===== config.mk =====
export PLATFORM = sky130hd
export DESIGN_NAME = acc_xfer_top
export DESIGN_NICKNAME = d
export VERILOG_FILES = /design/src/hw/xfer_pkg.sv /design/src/hw/xfer_decode.sv /design/src/hw/acc_xfer_top.sv
export VERILOG_INCLUDE_DIRS = /design/src /design/src/hw
export SDC_FILE = /design/constraint.sdc
export NUM_CORES = 1
export LEC_CHECK = 0
export ABC_AREA = 1
export BUFFER_PORTS_ARGS = -buffer_cell sky130_fd_sc_hd__buf_2
export CORE_ASPECT_RATIO = 1.2
export CORE_MARGIN = 2
export CORE_UTILIZATION = 30
export DETAILED_ROUTE_END_ITERATION = 7
export REMOVE_ABC_BUFFERS = 1
export SETUP_SLACK_MARGIN = 0.15
export SLEW_MARGIN = 0
export SYNTH_ARGS = -nofsm -noshare
export SYNTH_HDL_FRONTEND = slang
export SYNTH_HIERARCHICAL = 1
export SYNTH_SLANG_ARGS = --single-unit

===== constraint.sdc =====
create_clock -name pclk -period 2.4 [get_ports pclk]
set_clock_uncertainty 0.05 [all_clocks]
set_input_delay 0.48 -clock pclk [delete_from_list [all_inputs] [get_ports pclk]]
set_output_delay 0.48 -clock pclk [all_outputs]
set_load 0.01 [all_outputs]

===== src/hw/xfer_consts.svh =====
// constants for the accumulator-to-control-register transfer block
`ifndef XFER_CONSTS_SVH
`define XFER_CONSTS_SVH

// --------------------------------------------------------------
// opcodes
// --------------------------------------------------------------
`define OPC_PORT_OUT 10'h029
`define OPC_POINTER 10'h01a
`define OPC_PINFUNC_ZERO 10'h228
`define OPC_PINFUNC_ONE 10'h229
`define OPC_PINFUNC_TWO 10'h22a
`define OPC_IRQ_CTL_ONE 10'h217
`define OPC_WAKE_CTL_ZERO 10'h21b
`define OPC_WAKE_CTL_ONE 10'h214

// --------------------------------------------------------------
// register offsets
// --------------------------------------------------------------
`define REG_CTRL 8'h00
`define REG_PORT_PTR 8'h04
`define REG_PINFUNC 8'h08
`define REG_IRQ_WAKE 8'h0c
`define REG_EXEC_CNT 8'h10

// --------------------------------------------------------------
// fields and reset values
// --------------------------------------------------------------
`define CTRL_EXEC_EN_BIT 0
`define CTRL_RESET 1'h1
`define NIB_RESET 4'h0
`define PORT_RESET 3'h0
`define PTR_RESET 8'h00
`define CNT_RESET 8'h00

`endif


===== src/hw/xfer_pkg.sv =====
// types for the accumulator-to-control-register transfer block
package xfer_pkg;
    typedef enum logic [3:0] {
        OP_NONE,
        OP_PORT_OUT,
        OP_POINTER,
        OP_PINFUNC_ZERO,
        OP_PINFUNC_ONE,
        OP_PINFUNC_TWO,
        OP_IRQ_CTL_ONE,
        OP_WAKE_CTL_ZERO,
        OP_WAKE_CTL_ONE
    } xfer_op_t;
endpackage


===== src/hw/xfer_decode.sv =====
// opcode decoder for the transfer instructions
`timescale 1ns/1ns
`include "xfer_consts.svh"
module xfer_decode (
    // instruction
    input wire logic [9:0] instr_word,
    input wire logic instr_valid,
    // decoded operation
    output xfer_pkg::xfer_op_t op
);
    function automatic xfer_pkg::xfer_op_t decode_op(input logic [9:0] w);
        case (w)
            `OPC_PORT_OUT: decode_op = xfer_pkg::OP_PORT_OUT;
            `OPC_POINTER: decode_op = xfer_pkg::OP_POINTER;
            `OPC_PINFUNC_ZERO: decode_op = xfer_pkg::OP_PINFUNC_ZERO;
            `OPC_PINFUNC_ONE: decode_op = xfer_pkg::OP_PINFUNC_ONE;
            `OPC_PINFUNC_TWO: decode_op = xfer_pkg::OP_PINFUNC_TWO;
            `OPC_IRQ_CTL_ONE: decode_op = xfer_pkg::OP_IRQ_CTL_ONE;
            `OPC_WAKE_CTL_ZERO: decode_op = xfer_pkg::OP_WAKE_CTL_ZERO;
            `OPC_WAKE_CTL_ONE: decode_op = xfer_pkg::OP_WAKE_CTL_ONE;
            default: decode_op = xfer_pkg::OP_NONE;
        endcase
    endfunction

    always_comb begin
        op = instr_valid ? decode_op(instr_word) : xfer_pkg::OP_NONE;
    end
endmodule


===== src/hw/acc_xfer_top.sv =====
// accumulator-to-control-register transfer execute logic with apb view
`timescale 1ns/1ns
`include "xfer_consts.svh"
// Operation
// - opcode 0x029 copies acc bits 2..0 to the port output, one cycle.
// - pointer load puts B in pointer bits 7..4, acc in 3..0, one cycle.
// - opcode 0x228 copies acc to pin function control zero, one cycle.
// - opcode 0x229 copies acc to pin function control one, one cycle.
// - opcode 0x22a copies acc to pin function control two, one cycle.
// - opcode 0x217 copies acc to interrupt control one, one cycle.
// - opcode 0x21b copies acc to wakeup control zero, one cycle.
// - opcode 0x214 copies acc to wakeup control one, one cycle.
module acc_xfer_top (
    // clock and reset
    input wire logic pclk,
    input wire logic presetn,
    // apb slave
    input wire logic psel,
    input wire logic penable,
    input wire logic pwrite,
    input wire logic [7:0] paddr,
    input wire logic [31:0] pwdata,
    output logic [31:0] prdata,
    output logic pready,
    output logic pslverr,
    // instruction stream and core registers
    input wire logic [9:0] instr_word,
    input wire logic instr_valid,
    input wire logic [3:0] acc_val,
    input wire logic [3:0] breg_val,
    // core side effects
    output logic carry_flag_we,
    output logic skip_next,
    output logic acc_we,
    output logic breg_we,
    // destination registers
    output logic [2:0] port_out_reg,
    output logic [7:0] pointer_reg,
    output logic [3:0] pinfunc_ctl_zero,
    output logic [3:0] pinfunc_ctl_one,
    output logic [3:0] pinfunc_ctl_two,
    output logic [3:0] irq_ctl_one,
    output logic [3:0] wake_ctl_zero,
    output logic [3:0] wake_ctl_one
);
    // --------------------------------------------------------------
    // decode
    // --------------------------------------------------------------
    xfer_pkg::xfer_op_t op;
    logic exec_en_ff;
    logic nxt_exec_en;
    logic do_exec;

    xfer_decode u_decode (
        .instr_word(instr_word),
        .instr_valid(instr_valid),
        .op(op)
    );

    assign do_exec = exec_en_ff && (op != xfer_pkg::OP_NONE);

    // --------------------------------------------------------------
    // destination registers
    // --------------------------------------------------------------
    logic [2:0] port_ff, nxt_port;
    logic [7:0] ptr_ff, nxt_ptr;
    logic [3:0] fr0_ff, nxt_fr0;
    logic [3:0] fr1_ff, nxt_fr1;
    logic [3:0] fr2_ff, nxt_fr2;
    logic [3:0] irq1_ff, nxt_irq1;
    logic [3:0] wk0_ff, nxt_wk0;
    logic [3:0] wk1_ff, nxt_wk1;
    logic [7:0] cnt_ff, nxt_cnt;

    always_comb begin
        nxt_port = port_ff;
        nxt_ptr = ptr_ff;
        nxt_fr0 = fr0_ff;
        nxt_fr1 = fr1_ff;
        nxt_fr2 = fr2_ff;
        nxt_irq1 = irq1_ff;
        nxt_wk0 = wk0_ff;
        nxt_wk1 = wk1_ff;
        nxt_cnt = do_exec ? cnt_ff + 8'h01 : cnt_ff;
        if (exec_en_ff) begin
            case (op)
                xfer_pkg::OP_PORT_OUT: nxt_port = acc_val[2:0];
                xfer_pkg::OP_POINTER: nxt_ptr = {breg_val, acc_val};
                xfer_pkg::OP_PINFUNC_ZERO: nxt_fr0 = acc_val;
                xfer_pkg::OP_PINFUNC_ONE: nxt_fr1 = acc_val;
                xfer_pkg::OP_PINFUNC_TWO: nxt_fr2 = acc_val;
                xfer_pkg::OP_IRQ_CTL_ONE: nxt_irq1 = acc_val;
                xfer_pkg::OP_WAKE_CTL_ZERO: nxt_wk0 = acc_val;
                xfer_pkg::OP_WAKE_CTL_ONE: nxt_wk1 = acc_val;
                default: nxt_port = port_ff;
            endcase
        end
    end

    always_ff @(posedge pclk or negedge presetn) begin
        if (!presetn) begin
            port_ff <= `PORT_RESET;
            ptr_ff <= `PTR_RESET;
            fr0_ff <= `NIB_RESET;
            fr1_ff <= `NIB_RESET;
            fr2_ff <= `NIB_RESET;
            irq1_ff <= `NIB_RESET;
            wk0_ff <= `NIB_RESET;
            wk1_ff <= `NIB_RESET;
            cnt_ff <= `CNT_RESET;
        end else begin
            port_ff <= nxt_port;
            ptr_ff <= nxt_ptr;
            fr0_ff <= nxt_fr0;
            fr1_ff <= nxt_fr1;
            fr2_ff <= nxt_fr2;
            irq1_ff <= nxt_irq1;
            wk0_ff <= nxt_wk0;
            wk1_ff <= nxt_wk1;
            cnt_ff <= nxt_cnt;
        end
    end

    assign port_out_reg = port_ff;
    assign pointer_reg = ptr_ff;
    assign pinfunc_ctl_zero = fr0_ff;
    assign pinfunc_ctl_one = fr1_ff;
    assign pinfunc_ctl_two = fr2_ff;
    assign irq_ctl_one = irq1_ff;
    assign wake_ctl_zero = wk0_ff;
    assign wake_ctl_one = wk1_ff;

    // core side effects stay off for this group
    assign carry_flag_we = 1'b0;
    assign skip_next = 1'b0;
    assign acc_we = 1'b0;
    assign breg_we = 1'b0;

    // --------------------------------------------------------------
    // apb slave
    // --------------------------------------------------------------
    logic setup_ph;
    logic access_ph;
    logic addr_ok;
    logic [31:0] rd_ff, nxt_rd;
    logic err_ff, nxt_err;

    assign setup_ph = psel && !penable;
    assign access_ph = psel && penable;
    assign pready = access_ph;
    assign prdata = rd_ff;
    assign pslverr = access_ph && err_ff;

    always_comb begin
        nxt_rd = rd_ff;
        nxt_err = err_ff;
        nxt_exec_en = exec_en_ff;
        addr_ok = 1'b1;
        case (paddr)
            `REG_CTRL: nxt_rd = {31'h0, exec_en_ff};
            `REG_PORT_PTR: nxt_rd = {16'h0, ptr_ff, 5'h0, port_ff};
            `REG_PINFUNC: nxt_rd = {20'h0, fr2_ff, fr1_ff, fr0_ff};
            `REG_IRQ_WAKE: nxt_rd = {20'h0, wk1_ff, wk0_ff, irq1_ff};
            `REG_EXEC_CNT: nxt_rd = {24'h0, cnt_ff};
            default: begin
                nxt_rd = 32'h0;
                addr_ok = 1'b0;
            end
        endcase
        if (setup_ph) begin
            nxt_err = !addr_ok;
            if (pwrite) begin
                nxt_rd = 32'h0;
            end
        end else begin
            nxt_rd = rd_ff;
        end
        if (access_ph && pwrite && paddr == `REG_CTRL) begin
            nxt_exec_en = pwdata[`CTRL_EXEC_EN_BIT];
        end
    end

    always_ff @(posedge pclk or negedge presetn) begin
        if (!presetn) begin
            rd_ff <= 32'h0;
            err_ff <= 1'b0;
            exec_en_ff <= `CTRL_RESET;
        end else begin
            rd_ff <= nxt_rd;
            err_ff <= nxt_err;
            exec_en_ff <= nxt_exec_en;
        end
    end

    // --------------------------------------------------------------
    // checks
    // --------------------------------------------------------------
    port_copy_a: assert property (@(posedge pclk)
        disable iff (!presetn)
        exec_en_ff && instr_valid && instr_word == `OPC_PORT_OUT
        |=> port_out_reg == $past(acc_val[2:0]))
        else $error("port output register not loaded");
    pointer_load_a: assert property (@(posedge pclk)
        disable iff (!presetn)
        exec_en_ff && instr_valid && instr_word == `OPC_POINTER
        |=> pointer_reg == {$past(breg_val), $past(acc_val)})
        else $error("pointer register not loaded from b and a");
    pinfunc0_load_a: assert property (@(posedge pclk)
        disable iff (!presetn)
        exec_en_ff && instr_valid && instr_word == `OPC_PINFUNC_ZERO
        |=> pinfunc_ctl_zero == $past(acc_val) && $stable(pinfunc_ctl_one))
        else $error("pin function zero not loaded");
    pinfunc1_load_a: assert property (@(posedge pclk)
        disable iff (!presetn)
        exec_en_ff && instr_valid && instr_word == `OPC_PINFUNC_ONE
        |=> pinfunc_ctl_one == $past(acc_val) && $stable(pinfunc_ctl_two))
        else $error("pin function one not loaded");
    pinfunc2_load_a: assert property (@(posedge pclk)
        disable iff (!presetn)
        exec_en_ff && instr_valid && instr_word == `OPC_PINFUNC_TWO
        |=> pinfunc_ctl_two == $past(acc_val) && $stable(pinfunc_ctl_zero))
        else $error("pin function two not loaded");
    irq1_load_a: assert property (@(posedge pclk)
        disable iff (!presetn)
        exec_en_ff && instr_valid && instr_word == `OPC_IRQ_CTL_ONE
        |=> irq_ctl_one == $past(acc_val) && $stable(wake_ctl_zero))
        else $error("interrupt control one not loaded");
    wake0_load_a: assert property (@(posedge pclk)
        disable iff (!presetn)
        exec_en_ff && instr_valid && instr_word == `OPC_WAKE_CTL_ZERO
        |=> wake_ctl_zero == $past(acc_val) && $stable(wake_ctl_one))
        else $error("wakeup control zero not loaded");
    wake1_load_a: assert property (@(posedge pclk)
        disable iff (!presetn)
        exec_en_ff && instr_valid && instr_word == `OPC_WAKE_CTL_ONE
        |=> wake_ctl_one == $past(acc_val) && $stable(irq_ctl_one))
        else $error("wakeup control one not loaded");
    no_side_effect_a: assert property (@(posedge pclk)
        disable iff (!presetn)
        do_exec |-> !carry_flag_we && !skip_next && !acc_we && !breg_we)
        else $error("transfer disturbed carry, skip, a or b");
    idle_hold_a: assert property (@(posedge pclk) disable iff (!presetn)
        !instr_valid |=> $stable(pointer_reg) && $stable(port_out_reg))
        else $error("destination changed without an instruction");
endmodule


# Word level (Yosys, flattened, before mapping)
# Cells that the tools add are included.
[totals]
ff_bits = 77
wordCells = 57
[op_classes]
n_mux = 5
eq_ne = 20
reduce_logical = 19
addsub = 1
[ops]
columns = ["operator", "n"]
rows = [
  ["$pmux 16 s5", 1],
  ["$eq 10x10->1 const B", 6],
  ["$mux 32", 1],
  ["$pmux 4 s8", 1],
  ["$eq 4x3->1 const B", 4],
  ["$eq 8x4->1 const B", 2],
  ["$reduce_and 2->1", 8],
  ["$eq 10x5->1 const B", 1],
  ["$eq 10x6->1 const B", 1],
  ["$add 8x1->8 const B", 1],
  ["$eq 4x2->1 const B", 2],
  ["$eq 8x3->1 const B", 1],
  ["$eq 8x5->1 const B", 1],
  ["$logic_not 8->1", 1],
  ["$logic_and 1x1->1", 6],
  ["$reduce_or 5->1", 1],
  ["$eq 4x1->1 const B", 1],
  ["$eq 4x4->1 const B", 1],
  ["$mux 4", 1],
  ["$reduce_bool 4->1", 1],
  ["$logic_not 1->1", 2],
  ["$mux 1", 1],
]

# Logic depth before layout (Yosys ltp)
[depth]
word_depth = 5
depth_mapped = 16

# By module
# Netlist, hierarchy kept.
[modules_own_cells]
columns = ["module", "area_per_inst_um2", "cells_per_inst", "instances"]
rows = [
  ["acc_xfer_top", 2964.1, 353, 1],
  ["xfer_decode", 220.2, 52, 1],
]

# Worst setup path after synthesis
# Ideal clock, no wire load.
[synth_path]
kind = "input port to flip-flop"
start = "input instr_word[4]"
end = "register cnt_ff[5]"
setup_ps = 121
slack_ps = 485
cell_stages = 13
required_ps = 2229
arrival_time_ps = 1743
cell_sequence = "inv_1 > nand2_1 > nor2_2 > nand3_1 > nand3_1 > nand2_1 > inv_1 > nor2_2 > nand2_1 > nand2_2 > nor3_2 > nand2_1 > xor2_1"
[synth_via]
elab_chain_cells = 5
elab_cells_between_ends = 12
[synth_lines]
columns = ["element", "line", "text"]
rows = [
  ["start, declared", "acc_xfer_top.sv:27", "input wire logic [9:0] instr_word,"],
  ["$eq 10x10->1, or another cell as far along", "xfer_decode.sv:12", "case (w)"],
  ["$pmux 4 s8 (*)", "xfer_decode.sv:12", ""],
  ["$mux 4 (*)", "xfer_decode.sv:26", "op = instr_valid ? decode_op(instr_word) : xfer_pkg::OP_NONE;"],
  ["via op[1]", "acc_xfer_top.sv:49", "xfer_pkg::xfer_op_t op;"],
  ["$reduce_bool 4->1 (*)", "acc_xfer_top.sv:60", "assign do_exec = exec_en_ff && (op != xfer_pkg::OP_NONE);"],
  ["$logic_and 1x1->1 (*)", "acc_xfer_top.sv:60", ""],
  ["end signal, assigned", "acc_xfer_top.sv:110", "cnt_ff <= `CNT_RESET;"],
  ["end signal, assigned", "acc_xfer_top.sv:120", "cnt_ff <= nxt_cnt;"],
  ["end, declared", "acc_xfer_top.sv:73", "logic [7:0] cnt_ff, nxt_cnt;"],
]
# Mark *: on every way through the listed nets, which the timed path passes. The rest lies on a longest branch.
# A chain may end at the register's enable or synchronous reset.

# Worst setup path in the final report
[layout_path]
start = "input instr_word[2]"
end = "register cnt_ff[5]"
# Same word-level chain as after synthesis.

==> flow_metrics.env <==
export IMPL_antenna_cells=0
export IMPL_cp_start_kind="input port"
export IMPL_cts_setup_buffers=0
export IMPL_rows=41
export IMPL_final_cell_mix="nand2_1 (100), buf_2 (85), dfrtp_1 (60)"
export IMPL_grt_first_pass_wirelength_um=13600
export IMPL_rsz0062_at_grt="false"
export IMPL_die_area_um2=11500
export IMPL_maxSlewHeadroom_pct=58.1
export IMPL_htreeDepth=3
export IMPL_fin_setup_tns_ps=0
export IMPL_ios=137
export IMPL_final_hold_violation_count=0
export IMPL_antenna_found_initial=0
export IMPL_drtIter0Drc=173
export IMPL_start_util_pct=30.6
export IMPL_cap_viol_max_count=0
export IMPL_cts_tree="yes"
export IMPL_power_share_clock_pct=47.8
export IMPL_power_frac_comb_pct=7.9
export IMPL_cp_cell_sequence="buf_2 -> inv_1 -> nand2_1 -> nor2_1 -> nand3_1 -> nand3_1 -> nand2_1 -> inv_1 -> nor2_2 -> nand2_1 -> nand2_2 -> nor3_2 -> nand2_1 -> xor2_1"
export IMPL_grt_max_degree=41
export IMPL_clkTransAtPathRegs_ps=50
export IMPL_powerDensity_nw_per_um2=611
export IMPL_first_global_vias=2720
export IMPL_multi_input_area_um2=1370
export IMPL_p_sw_mw=0.571
export IMPL_firstDrtPassIters=4
export IMPL_slowest_stage="nor3_2"
export IMPL_synth_cell_types=28
export IMPL_routedWlPerCell_um=13.3
export IMPL_yosysTopAreaCellShare_pct=47.2
export IMPL_clock_latency_ps=330
export IMPL_power_internal_mw=1.87
export IMPL_path_buf_inv=3
export IMPL_setup_viol=0
export IMPL_cp_top_family="simple AND/OR/NAND/NOR gates"
export IMPL_die_h_um=117
export IMPL_nets=565
export IMPL_vias=2898
export IMPL_cp_common_cell="nand2_1"
export IMPL_drc_errors=0
export IMPL_worst_slew_pin_slew_ps=626
export IMPL_routed_wl_um=8420
export IMPL_vias_per_cell=4.57
export IMPL_required_ps=2560
export IMPL_fin_crit_ps=1960
export IMPL_final_util_pct=38.4
export IMPL_vdd_ir_drop_max_v=0.000242
export IMPL_hpwlAfterDp_um=6430
export IMPL_hold_buffers=0
export IMPL_clk_root_buffer_cell="clkbuf_16"
export IMPL_area_growth_pct=25.6
export IMPL_postSynthAreaPerCell_um2=7.86
export IMPL_period_share_pct=81.5
export IMPL_die_width_um=98.1
export IMPL_synth_largest_area_cell="dfrtp_1"
export IMPL_io_buffers=85
export IMPL_grt_overflow=0
export IMPL_fmax_mhz=511
export IMPL_synth_area_leaders="dfrtp_1 (47%), nand2_1 (12%), nand3_1 (8.3%)"
export IMPL_layout_drive_gt1_share_pct=25.0
export IMPL_coreArea_um2=10400
export IMPL_ff_latch_area_um2=1530
export IMPL_ys_seq_elements=61
export IMPL_finalPower_mw=2.44
export IMPL_critPathArrivalTime_ps=2120
export IMPL_slew_viol_final=0
export IMPL_worstSetupPathType="in -> reg"
export IMPL_whs_ps=79.0
export IMPL_pwr_share_seq_pct=44.3
export IMPL_syn_area_um2=3180
export IMPL_cts_sinks=61
export IMPL_hold_path_class="in -> async"
export IMPL_final_common_cell="nand2_1"
export IMPL_cts_buffers=9
export IMPL_switching_share_pct=23.4
export IMPL_cp_max_fo=7
export IMPL_ys_seq_area_share_pct=48.0
export IMPL_gp_congestion=0.776
export IMPL_synth_cells=405
export IMPL_grtUsageTotal_pct=15.2
export IMPL_endpoint_kind="flip-flop"
export IMPL_cts_buffer_depth=2
export IMPL_status="finished, final reports clean"
export IMPL_detail_route_antenna_nets=0
export IMPL_post_cts_resized=0
export IMPL_final_fill_count=1089
export IMPL_leakage_nw=2.23
export IMPL_cp_slowest_stage_delay_ps=240
export IMPL_largest_reg_flops=16
export IMPL_yosysWarnings=6
[power groups by stage]
stage | sequential, mW | clock (mW) | combinational, mW
after floorplan | 1.10 | 0 | 0.0911
after global placement | 1.10 | 0 | 0.191
after detailed placement | 1.10 | 0 | 0.196
after CTS | 1.08 | 1.20 | 0.196
after global routing | 1.08 | 1.25 | 0.224
final | 1.08 | 1.17 | 0.193
[path summary, 6_finish.rpt]
path | cells past startpoint | from | slack [ps] | end
max | 14 | instr_word[2] | 440 | cnt_ff[5]
min | 1 | presetn | 80 | wake_ctl_zero[3]
max reg2reg | 4 | exec_en_ff | 970 | cnt_ff[5]
min reg2reg | 2 | prdata[8] | 420 | prdata[8]
max in group asynchronous | 2 | presetn | 1560 | exec_en_ff
min in group pclk | 3 | pwdata[0] | 330 | exec_en_ff
[per-stage QoR]
stage / cells / setup slack [ps] / area (um2)
3_3_place_gp: 618 / 169 / 3730
4_1_cts: 634 / 471 / 4000
3_5_place_dp: 618 / 118 / 3730
2_1_floorplan: 395 / 249 / 3060
6_report: 634 / 445 / 4000
5_1_grt: 634 / 180 / 4000
[routing by layer]
layer  routed length, um  share of wire [%]  vias to the layer above  global-route usage (%)
met1                3690                 44                     1351                    18.6
met2                4080                 48                       83                    25.3
li1                    -                  -                     1454                       -
met4                 155                1.8                        0                    6.76
met5                   0                  0                        -                       0
met3                 494                5.9                       10                    4.39
[layout make-up]
type / count / area share, %
well taps: 129 / 4.04
repair buffers: 94 / 12.6
clock inverters: 2 / 0.250
inverters: 43 / 4.04
clock buffers: 14 / 6.60
multi-input cells: 291 / 34.3
flip-flops and latches: 61 / 38.2
[synth_stat cells]
library cell  count
nand2_1         100
nand4_2           1
inv_1            43
o21ai_0          28
nand3_2           1
buf_2             7
nand4_1           4
clkbuf_1          1
dfstp_2           1
nand3_1          53
xor2_1            3
dfrtp_1          60
nor3_2            2
mux2_2            2
or2_1             1
o211ai_1          5
a21oi_1          14
nor2_2            7
nor2_1           38
mux2_1            2
nor2_4            1
conb_1            1
buf_4            21
a21oi_2           1
ha_1              1
nor3_1            3
nand2_2           3
xnor2_1           1
[logic make-up after synthesis]
kind of cell,count (synthesis),share of synthesized area (%)
adders and majority gates,1,0.393
AOI/OAI and AO/OA,48,8.06
muxes,4,1.41
other,1,0.118
DFF,61,48.0
xor gates and xnor gates,4,1.10
buffers and inverters,72,11.2
and+or+nand+nor,214,29.7
Power figures use the tool's default switching activity.
